**config.mk**
```make
export PLATFORM = sky130hd
export DESIGN_NAME = sxip_core
export DESIGN_NICKNAME = d
export VERILOG_FILES = /design/src/logic/sxip_buf.v /design/src/logic/sxip_core.v
export VERILOG_INCLUDE_DIRS = /design/src /design/src/logic
export SDC_FILE = /design/constraint.sdc
export NUM_CORES = 1
export LEC_CHECK = 0
export BUFFER_PORTS_ARGS = -buffer_cell sky130_fd_sc_hd__buf_4
export CELL_PAD_IN_SITES_DETAIL_PLACEMENT = 0
export CELL_PAD_IN_SITES_GLOBAL_PLACEMENT = 1
export CORE_ASPECT_RATIO = 1.25
export CORE_MARGIN = 4
export CORE_UTILIZATION = 23
export CTS_CLUSTER_DIAMETER = 40
export CTS_CLUSTER_SIZE = 28
export DETAILED_ROUTE_END_ITERATION = 12
export PLACE_DENSITY = 0.54
export SYNTH_ARGS = -nofsm -noshare
export SYNTH_HDL_FRONTEND = slang
export SYNTH_SLANG_ARGS = --single-unit
```
**constraint.sdc**
```tcl
create_clock -name CORE_CLK_I -period 17.4 [get_ports CORE_CLK_I]
set_clock_uncertainty 0.1 [all_clocks]
set_input_delay 1.74 -clock CORE_CLK_I [delete_from_list [all_inputs] [get_ports CORE_CLK_I]]
set_output_delay 1.74 -clock CORE_CLK_I [all_outputs]
set_load 0.1 [all_outputs]
```
**src/logic/sxip_defines.vh**
```
/*
 * constants for the serial flash execute-in-place unit: clock divide factors,
 * frame lengths, bit positions and engine state codes.
 * assumes inclusion by bare name from the design modules.
 */
`ifndef SXIP_DEFINES_VH
`define SXIP_DEFINES_VH

// ==========================================================================
// divider limits, one below each factor (2..4096), so 4096 still fits twelve bits
`define SXIP_LIM_0 12'h001
`define SXIP_LIM_1 12'h003
`define SXIP_LIM_2 12'h007
`define SXIP_LIM_3 12'h03f
`define SXIP_LIM_4 12'h07f
`define SXIP_LIM_5 12'h3ff
`define SXIP_LIM_6 12'h7ff
`define SXIP_LIM_7 12'hfff

// ==========================================================================
// frame geometry
`define SXIP_SHIFT_W 72
`define SXIP_RX_W 32
`define SXIP_CMD_W 8
`define SXIP_XIP_BASE_BITS 7'h30
`define SXIP_PAGE_HI 31
`define SXIP_PAGE_LO 28
`define SXIP_FLASH_ADDR_HI 27

// ==========================================================================
// engine states
`define SXIP_ST_IDLE 2'h0
`define SXIP_ST_SHIFT 2'h1
`define SXIP_ST_DONE 2'h2

`endif

```
**src/logic/sxip_buf.v**
```verilog
/*
 * two-entry buffer with valid and ready on both sides.
 * assumes one clock and a synchronous clear from the parent.
 */
`timescale 1ns/1ps

module sxip_buf #(
   parameter WIDTH = 32
) (
   // clock and reset
   input wire clk_i,
   input wire rst_n_i,
   input wire clr_i,
   // fill side
   input wire in_valid_i,
   output wire in_ready_o,
   input wire [WIDTH-1:0] in_data_i,
   // drain side
   output wire out_valid_o,
   input wire out_ready_i,
   output wire [WIDTH-1:0] out_data_o
);

   // ========================================================================
   // storage
   reg [WIDTH-1:0] mem_r [0:1];
   reg wr_ptr_r;
   reg rd_ptr_r;
   reg [1:0] cnt_r;
   wire push;
   wire pop;

   assign in_ready_o = (cnt_r != 2'h2);
   assign out_valid_o = (cnt_r != 2'h0);
   assign out_data_o = mem_r[rd_ptr_r];
   assign push = in_valid_i & in_ready_o;
   assign pop = out_valid_o & out_ready_i;

   always @(posedge clk_i or negedge rst_n_i) begin
      if (!rst_n_i) begin
         wr_ptr_r <= 1'b0;
         rd_ptr_r <= 1'b0;
         cnt_r <= 2'h0;
         mem_r[0] <= {WIDTH{1'b0}};
         mem_r[1] <= {WIDTH{1'b0}};
      end else if (clr_i) begin
         wr_ptr_r <= 1'b0;
         rd_ptr_r <= 1'b0;
         cnt_r <= 2'h0;
      end else begin
         if (push) begin
            mem_r[wr_ptr_r] <= in_data_i;
            wr_ptr_r <= ~wr_ptr_r;
         end
         if (pop) begin
            rd_ptr_r <= ~rd_ptr_r;
         end
         if (push && !pop) begin
            cnt_r <= cnt_r + 2'h1;
         end else if (pop && !push) begin
            cnt_r <= cnt_r - 2'h1;
         end
      end
   end

endmodule // sxip_buf

```
**src/logic/sxip_core.v**
```verilog
/*
 * serial flash execute-in-place unit: transparent read port, direct serial
 * transfers, prescaled serial clock in all four modes.
 * assumes control bits come from registers on the same clock, and that the
 * flash answers on the data input pin.
 */
//
// Behaviour
// writes on the transparent port get an error response
// msb first shifting, all four clock modes from polarity and phase bits
// prescaler codes 0..7 give factors 2,4,8,64,128,1024,2048,4096
// normal serial clock is main clock over twice the factor
// half clock mode ignores the prescaler and runs at half main clock
// read command field is the first byte of each transparent read
// direct mode sends up to 64 bits from high and low data
// high data is write only, receive data returns in low data
// writing high data starts a direct transfer, low data does not
// busy flag stays high while a serial transfer runs
// software sets byte count between one and eight
// software puts transmit data at the top of high and low
// chip select asserted per transaction and released at its end
// chip select only goes low while the permit bit is set
// direct transfers only when enabled and execute mode off
// accesses with address 31:28 equal to page are claimed
// flash address taken from low bus address bits, wrapping allowed
// software keeps the page clear of other memories
// clearing enable resets the unit and aborts transfers
// read frame is command, address bytes, then 32 data bits
// address length field holds address bytes minus one
// enabled but not in execute mode, page accesses return error
// transparent read stalls until done then acknowledges once
`timescale 1ns/1ps
`include "sxip_defines.vh"

module sxip_core (
   // clock and reset
   input wire CORE_CLK_I,
   input wire RST_N_I,
   // control bits
   input wire MODULE_EN_I,
   input wire [2:0] PRESCALER_SELECT_I,
   input wire CLOCK_POLARITY_BIT_I,
   input wire CLOCK_PHASE_BIT_I,
   input wire [3:0] TRANSFER_BYTE_COUNT_I,
   input wire XIP_MODE_I,
   input wire [1:0] ADDRESS_LENGTH_FIELD_I,
   input wire [7:0] READ_CMD_I,
   input wire [3:0] PAGE_I,
   input wire CHIP_SELECT_PERMIT_I,
   input wire HALF_CLOCK_MODE_BIT_I,
   // status bits
   output wire SERIAL_ENGINE_BUSY_O,
   output wire XIP_BUSY_O,
   // direct data registers
   input wire DATA_LOW_REG_WE_I,
   input wire [31:0] DATA_LOW_REG_WDATA_I,
   input wire DATA_HIGH_REG_WE_I,
   input wire [31:0] DATA_HIGH_REG_WDATA_I,
   output wire [31:0] DATA_LOW_REG_RDATA_O,
   // transparent flash port
   input wire XIP_REQ_I,
   input wire XIP_WE_I,
   input wire [31:0] XIP_ADDR_I,
   output wire XIP_ACK_O,
   output wire XIP_ERR_O,
   output wire [31:0] XIP_RDATA_O,
   input wire XIP_RSP_READY_I,
   // flash pins
   output wire SPI_CSN_O,
   output wire SPI_CLK_O,
   output wire SPI_SDO_O,
   input wire SPI_SDI_I
);

   // ========================================================================
   // reset release
   reg rst_s1_r;
   reg rst_s2_r;
   wire rst_n;

   always @(posedge CORE_CLK_I or negedge RST_N_I) begin
      if (!RST_N_I) begin
         rst_s1_r <= 1'b0;
         rst_s2_r <= 1'b0;
      end else begin
         rst_s1_r <= 1'b1;
         rst_s2_r <= rst_s1_r;
      end
   end
   assign rst_n = rst_s2_r;

   // ========================================================================
   // data input synchroniser
   reg sdi_s1_r;
   reg sdi_s2_r;

   always @(posedge CORE_CLK_I or negedge rst_n) begin
      if (!rst_n) begin
         sdi_s1_r <= 1'b0;
         sdi_s2_r <= 1'b0;
      end else begin
         sdi_s1_r <= SPI_SDI_I;
         sdi_s2_r <= sdi_s1_r;
      end
   end

   // ========================================================================
   // declarations
   reg [1:0] state_r;
   reg [`SXIP_SHIFT_W-1:0] tx_r;
   reg [`SXIP_RX_W-1:0] rx_r;
   reg [6:0] bits_r;
   reg half_r;
   reg first_r;
   reg sck_r;
   reg cs_r;
   reg is_xip_r;
   reg [11:0] div_cnt_r;
   reg [31:0] data_low_r;
   reg pend_r;
   reg [31:0] pend_addr_r;
   reg err_r;
   reg csn_o_r;
   reg sck_o_r;
   reg sdo_o_r;
   reg [11:0] div_lim;
   wire soft_clr;
   wire tick;
   wire claim;
   wire buf_in_ready;
   wire buf_out_valid;
   wire [31:0] flash_addr;
   wire [31:0] addr_shifted;
   wire start_direct;
   wire start_xip;
   wire push_word;

   assign soft_clr = ~MODULE_EN_I;

   // ========================================================================
   // serial clock divider
   always @* begin
      case (PRESCALER_SELECT_I)
         3'h0: div_lim = `SXIP_LIM_0;
         3'h1: div_lim = `SXIP_LIM_1;
         3'h2: div_lim = `SXIP_LIM_2;
         3'h3: div_lim = `SXIP_LIM_3;
         3'h4: div_lim = `SXIP_LIM_4;
         3'h5: div_lim = `SXIP_LIM_5;
         3'h6: div_lim = `SXIP_LIM_6;
         default: div_lim = `SXIP_LIM_7;
      endcase
   end

   // one tick per half clock period: factor cycles normally, one cycle fast
   assign tick = (state_r != `SXIP_ST_IDLE) &
                 (HALF_CLOCK_MODE_BIT_I | (div_cnt_r == div_lim));

   always @(posedge CORE_CLK_I or negedge rst_n) begin
      if (!rst_n) begin
         div_cnt_r <= 12'h000;
      end else if (soft_clr || state_r == `SXIP_ST_IDLE || tick) begin
         div_cnt_r <= 12'h000;
      end else begin
         div_cnt_r <= div_cnt_r + 12'h001;
      end
   end

   // ========================================================================
   // transparent port decode
   assign claim = XIP_REQ_I & MODULE_EN_I &
                  (XIP_ADDR_I[`SXIP_PAGE_HI:`SXIP_PAGE_LO] == PAGE_I);

   always @(posedge CORE_CLK_I or negedge rst_n) begin
      if (!rst_n) begin
         err_r <= 1'b0;
         pend_r <= 1'b0;
         pend_addr_r <= 32'h0000_0000;
      end else if (soft_clr) begin
         err_r <= 1'b0;
         pend_r <= 1'b0;
         pend_addr_r <= 32'h0000_0000;
      end else begin
         err_r <= claim & ~pend_r & (XIP_WE_I | ~XIP_MODE_I);
         if (claim && !pend_r && !XIP_WE_I && XIP_MODE_I) begin
            pend_r <= 1'b1;
            pend_addr_r <= XIP_ADDR_I;
         end else if (start_xip) begin
            pend_r <= 1'b0;
         end
      end
   end

   // top four bits of a four-byte address are always zero
   assign flash_addr = {4'h0, pend_addr_r[`SXIP_FLASH_ADDR_HI:0]};
   assign addr_shifted = flash_addr << {~ADDRESS_LENGTH_FIELD_I, 3'h0};

   // ========================================================================
   // transfer starts
   assign start_xip = pend_r & (state_r == `SXIP_ST_IDLE) & buf_in_ready &
                      XIP_MODE_I & ~soft_clr;
   assign start_direct = DATA_HIGH_REG_WE_I & MODULE_EN_I & ~XIP_MODE_I &
                         (state_r == `SXIP_ST_IDLE);
   // high data goes straight into the shifter: it is write only, so no copy is kept

   // ========================================================================
   // serial engine
   always @(posedge CORE_CLK_I or negedge rst_n) begin
      if (!rst_n) begin
         state_r <= `SXIP_ST_IDLE;
         tx_r <= {`SXIP_SHIFT_W{1'b0}};
         rx_r <= 32'h0000_0000;
         bits_r <= 7'h00;
         half_r <= 1'b0;
         first_r <= 1'b0;
         sck_r <= 1'b0;
         cs_r <= 1'b0;
         is_xip_r <= 1'b0;
         data_low_r <= 32'h0000_0000;
      end else if (soft_clr) begin
         state_r <= `SXIP_ST_IDLE;
         tx_r <= {`SXIP_SHIFT_W{1'b0}};
         rx_r <= 32'h0000_0000;
         bits_r <= 7'h00;
         first_r <= 1'b0;
         is_xip_r <= 1'b0;
         sck_r <= 1'b0;
         cs_r <= 1'b0;
         half_r <= 1'b0;
         data_low_r <= 32'h0000_0000;
      end else begin
         case (state_r)
            `SXIP_ST_IDLE: begin
               if (DATA_LOW_REG_WE_I && state_r == `SXIP_ST_IDLE) begin
                  data_low_r <= DATA_LOW_REG_WDATA_I;
               end
               if (start_xip) begin
                  tx_r <= {READ_CMD_I, addr_shifted, 32'h0000_0000};
                  bits_r <= `SXIP_XIP_BASE_BITS + {2'h0, ADDRESS_LENGTH_FIELD_I, 3'h0};
                  is_xip_r <= 1'b1;
                  cs_r <= 1'b1;
                  half_r <= 1'b0;
                  first_r <= 1'b1;
                  sck_r <= 1'b0;
                  state_r <= `SXIP_ST_SHIFT;
               end else if (start_direct) begin
                  tx_r <= {DATA_HIGH_REG_WDATA_I, data_low_r, 8'h00};
                  bits_r <= {TRANSFER_BYTE_COUNT_I, 3'h0};
                  is_xip_r <= 1'b0;
                  cs_r <= 1'b1;
                  half_r <= 1'b0;
                  first_r <= 1'b1;
                  sck_r <= 1'b0;
                  state_r <= `SXIP_ST_SHIFT;
               end
            end
            `SXIP_ST_SHIFT: begin
               if (tick) begin
                  half_r <= ~half_r;
                  if (!half_r) begin
                     sck_r <= 1'b1;
                     first_r <= 1'b0;
                     if (!CLOCK_PHASE_BIT_I) begin
                        rx_r <= {rx_r[30:0], sdi_s2_r};
                     end else if (!first_r) begin
                        tx_r <= {tx_r[`SXIP_SHIFT_W-2:0], 1'b0};
                     end
                  end else begin
                     sck_r <= 1'b0;
                     if (!CLOCK_PHASE_BIT_I) begin
                        tx_r <= {tx_r[`SXIP_SHIFT_W-2:0], 1'b0};
                     end else begin
                        rx_r <= {rx_r[30:0], sdi_s2_r};
                     end
                     bits_r <= bits_r - 7'h01;
                     if (bits_r == 7'h01) begin
                        state_r <= `SXIP_ST_DONE;
                     end
                  end
               end
            end
            `SXIP_ST_DONE: begin
               // one half period of hold before chip select lets go
               if (tick) begin
                  cs_r <= 1'b0;
                  state_r <= `SXIP_ST_IDLE;
                  if (!is_xip_r) begin
                     data_low_r <= rx_r;
                  end
               end
            end
            default: begin
               state_r <= `SXIP_ST_IDLE;
            end
         endcase
      end
   end

   assign push_word = (state_r == `SXIP_ST_DONE) & tick & is_xip_r & ~soft_clr;

   // ========================================================================
   // pin registers
   always @(posedge CORE_CLK_I or negedge rst_n) begin
      if (!rst_n) begin
         csn_o_r <= 1'b1;
         sck_o_r <= 1'b0;
         sdo_o_r <= 1'b0;
      end else begin
         csn_o_r <= ~(cs_r & CHIP_SELECT_PERMIT_I & ~soft_clr);
         sck_o_r <= sck_r ^ CLOCK_POLARITY_BIT_I;
         sdo_o_r <= tx_r[`SXIP_SHIFT_W-1];
      end
   end

   // ========================================================================
   // read answer buffer: two entries, so a stalled receiver holds back the third read
   sxip_buf #(
      .WIDTH(`SXIP_RX_W)
   ) u_buf (
      .clk_i(CORE_CLK_I),
      .rst_n_i(rst_n),
      .clr_i(soft_clr),
      .in_valid_i(push_word),
      .in_ready_o(buf_in_ready),
      .in_data_i(rx_r),
      .out_valid_o(buf_out_valid),
      .out_ready_i(XIP_RSP_READY_I),
      .out_data_o(XIP_RDATA_O)
   );

   // ========================================================================
   // outputs
   assign XIP_ACK_O = buf_out_valid;
   assign XIP_ERR_O = err_r;
   assign SERIAL_ENGINE_BUSY_O = (state_r != `SXIP_ST_IDLE);
   assign XIP_BUSY_O = pend_r | (is_xip_r & (state_r != `SXIP_ST_IDLE)) | buf_out_valid;
   assign DATA_LOW_REG_RDATA_O = data_low_r;
   assign SPI_CSN_O = csn_o_r;
   assign SPI_CLK_O = sck_o_r;
   assign SPI_SDO_O = sdo_o_r;

endmodule // sxip_core

```
==> impl_metrics.env <==
export IMPL_status="complete, no violations"
export IMPL_cts_made_buffers=48
export IMPL_p_per_area_nw_per_um2=114
export IMPL_holdPathStages=0
export IMPL_rr_startpoint="div_cnt_r[3]"
export IMPL_coreArea_um2=53700
export IMPL_grt_setup_unrepaired="no"
export IMPL_cts_root_buffer="clkbuf_16"
export IMPL_peakVddDrop_mv=0.0567
export IMPL_synth_top_flop_cell="dfrtp_1"
export IMPL_async_reset_ff_share_pct=100
export IMPL_synth_edf_count=0
export IMPL_rows=95
export IMPL_start_util_pct=23.3
export IMPL_antenna_cells=0
export IMPL_p_leak_nw=7.31
export IMPL_dieWidth_um=216
export IMPL_worstPathMaxFanout=84
export IMPL_numPlacedInstances=2105
export IMPL_worst_hold_slack_ns=0.247
export IMPL_r2r_slack_ns=13.93
export IMPL_syn_nets=1404
export IMPL_fin_cells=2195
export IMPL_crit_path_top_delay_cell="and2_2"
export IMPL_port_buffers=201
export IMPL_yosysWarnings=0
export IMPL_cp_top_family="buffers and inverters"
export IMPL_final_util_pct=30.4
export IMPL_fin_ws_ns=12.69
export IMPL_hp_start="rst_s1_r"
export IMPL_synth_seq_cells=258
export IMPL_design_area_um2=16300
export IMPL_hp_class="flip-flop to flip-flop"
export IMPL_area_delta_synth_final_pct=30.7
export IMPL_path_clk_slew_ns=0.05
export IMPL_setup_tns_ns=0
export IMPL_endpoint_kind="flip-flop"
export IMPL_grt_antenna_before_repair=0
export IMPL_rr_worst_depth=8
export IMPL_grt_overflow=0
export IMPL_drt_iter0_drc=610
export IMPL_hold_end="rst_n"
export IMPL_drtAntennaViolNets=0
export IMPL_htreeDepth=2
export IMPL_post_cts_buffers=0
export IMPL_gp_congestion=0.724
export IMPL_ys_types=64
export IMPL_cts_sinks=258
export IMPL_grt_pass1_wl_mm=63.3
export IMPL_tightestPinTransition_ns=1.07
export IMPL_ctsResizeCount=0
export IMPL_layout_nets=1562
export IMPL_critPathBufInv=3
export IMPL_r2r_end="rx_r[6]"
export IMPL_drive_gt1_share_pct=29.5
export IMPL_drc=0
export IMPL_hold_buffers=0
export IMPL_drv_slew=0
export IMPL_cts_tree="yes"
export IMPL_clk_latency_ns=0.57
export IMPL_final_cell_mix="dfrtp_1 (255), buf_4 (217), nand2_1 (143), o21ai_0 (136), nand3_1 (115)"
export IMPL_crit_path_max_incr_delay_ns=0.94
export IMPL_syn_area_per_cell_um2=9.84
export IMPL_startpoint_type="primary input"
export IMPL_timing_final_crit_share_pct=27.0
export IMPL_worstPathRequired_ns=17.71
export IMPL_synth_cells=1270
export IMPL_slew_limit_headroom_pct=28.5
export IMPL_power_mw=1.86
export IMPL_via_per_inst=4.69
export IMPL_setup_viol=0
export IMPL_grt_pass1_vias=10600
export IMPL_wl_mm=40.6
export IMPL_die_area_um2=58100
export IMPL_ios=202
export IMPL_clockBufferDepth=3
export IMPL_dp_hpwl_mm=27.5
export IMPL_grt_max_degree=85
export IMPL_fmax_ghz=0.213
export IMPL_syn_area_um2=12500
export IMPL_placed_area_um2=14600
export IMPL_vias=10300
export IMPL_synth_seq_area_share_pct=51.7
export IMPL_die_y_um=269
export IMPL_grt_total_usage_pct=13.7
export IMPL_final_common_cell="dfrtp_1"
export IMPL_cp_arrival_ns=5.02
export IMPL_critPathKind="primary input to flip-flop"
export IMPL_firstDrtPassIters=5
export IMPL_final_hold_viol_count=0
export IMPL_period_needed_ns=4.71
export IMPL_maxCapViolCount=0
export IMPL_dp_slack_ns=12.05
export IMPL_crit_path_frequent_cell="buf_4"
export IMPL_worstPathCellList="buf_4 > buf_4 > and2_2 > a211oi_4 > buf_4 > o2111ai_1 > o21ai_0"
export IMPL_wire_per_inst_um=18.5
Yosys cell counts, types with 5 or more instances:
library cell  instances  area share [%]
a21oi_1              49             2.0
nor4_1                7            0.35
o21ai_1              10            0.40
a222oi_1              8            0.64
nand2b_1              9            0.45
xor2_1                9            0.63
o2111ai_1            22             1.5
inv_1                40             1.2
and3_1                5            0.25
o211ai_1             19             1.1
o21ai_0             136             5.4
clkbuf_1             82             2.5
mux2_2              112              10
mux2i_1               6            0.48
and2_1                5            0.25
buf_2                14            0.56
a221o_1               8            0.64
xnor2_1               8            0.56
a22oi_1              55             3.3
nand3_1             116             4.6
nor3_1               11            0.44
dfrtp_1             257              51
nor2_1               63             1.9
nand2_1             143             4.3
buf_1                 9            0.27
nor2b_1               8            0.40
cell families after synthesis:
logic type	after synthesis	share of synthesized area, %
compound gates	333	16.8
simple gates	389	14.4
other cells	1	0.0300
xor+xnor	17	1.19
buf+inv	149	4.81
fa+ha+maj	4	0.381
flops	258	51.7
mux	119	10.7
layer usage:
layer  track usage, %  share of wire [%]
met5                0                  0
met4             4.27                2.4
met3             2.76                4.6
met2             23.2                 49
met1             17.8                 45
worst max path at each step:
stage / from / to / slack, ns / depth (start not counted)
3_3_place_gp: MODULE_EN_I / u_buf.mem_r[9] / 12.08 / 7
3_5_place_dp: MODULE_EN_I / u_buf.mem_r[6] / 12.05 / 7
5_1_grt: MODULE_EN_I / tx_r[64] / 12.42 / 7
4_1_cts: MODULE_EN_I / u_buf.mem_r[28] / 12.67 / 7
6_report: MODULE_EN_I / tx_r[58] / 12.69 / 7
2_1_floorplan: rst_n / DATA_LOW_REG_RDATA_O[0] / 9.58 / 0
power by group:
group / internal, mW / switching (mW)
clock network: 0.630 / 0.346
logic: 0.0663 / 0.146
registers: 0.639 / 0.0315
total: 1.34 / 0.524
area by class of cell:
class | count | area [µm²]
Clock buffer | 58 | 1300
Clock inverter | 32 | 389
Fill cell | 5676 | 37400
Inverter | 40 | 150
Multi-Input combinational cell | 863 | 5490
Sequential cell | 258 | 6460
Tap cell | 727 | 910
Timing Repair Buffer | 217 | 1630
flip-flops by register name, summed over array words and instances (netlist names), 2 cells and up:
name	flops
DATA_LOW_REG_RDATA_O	32
bits_r	7
div_cnt_r	12
pend_addr_r	28
rx_r	32
state_r	2
tx_r	64
u_buf.cnt_r	2
u_buf.mem_r	64
No activity file was read; power rests on OpenSTA's default activity.
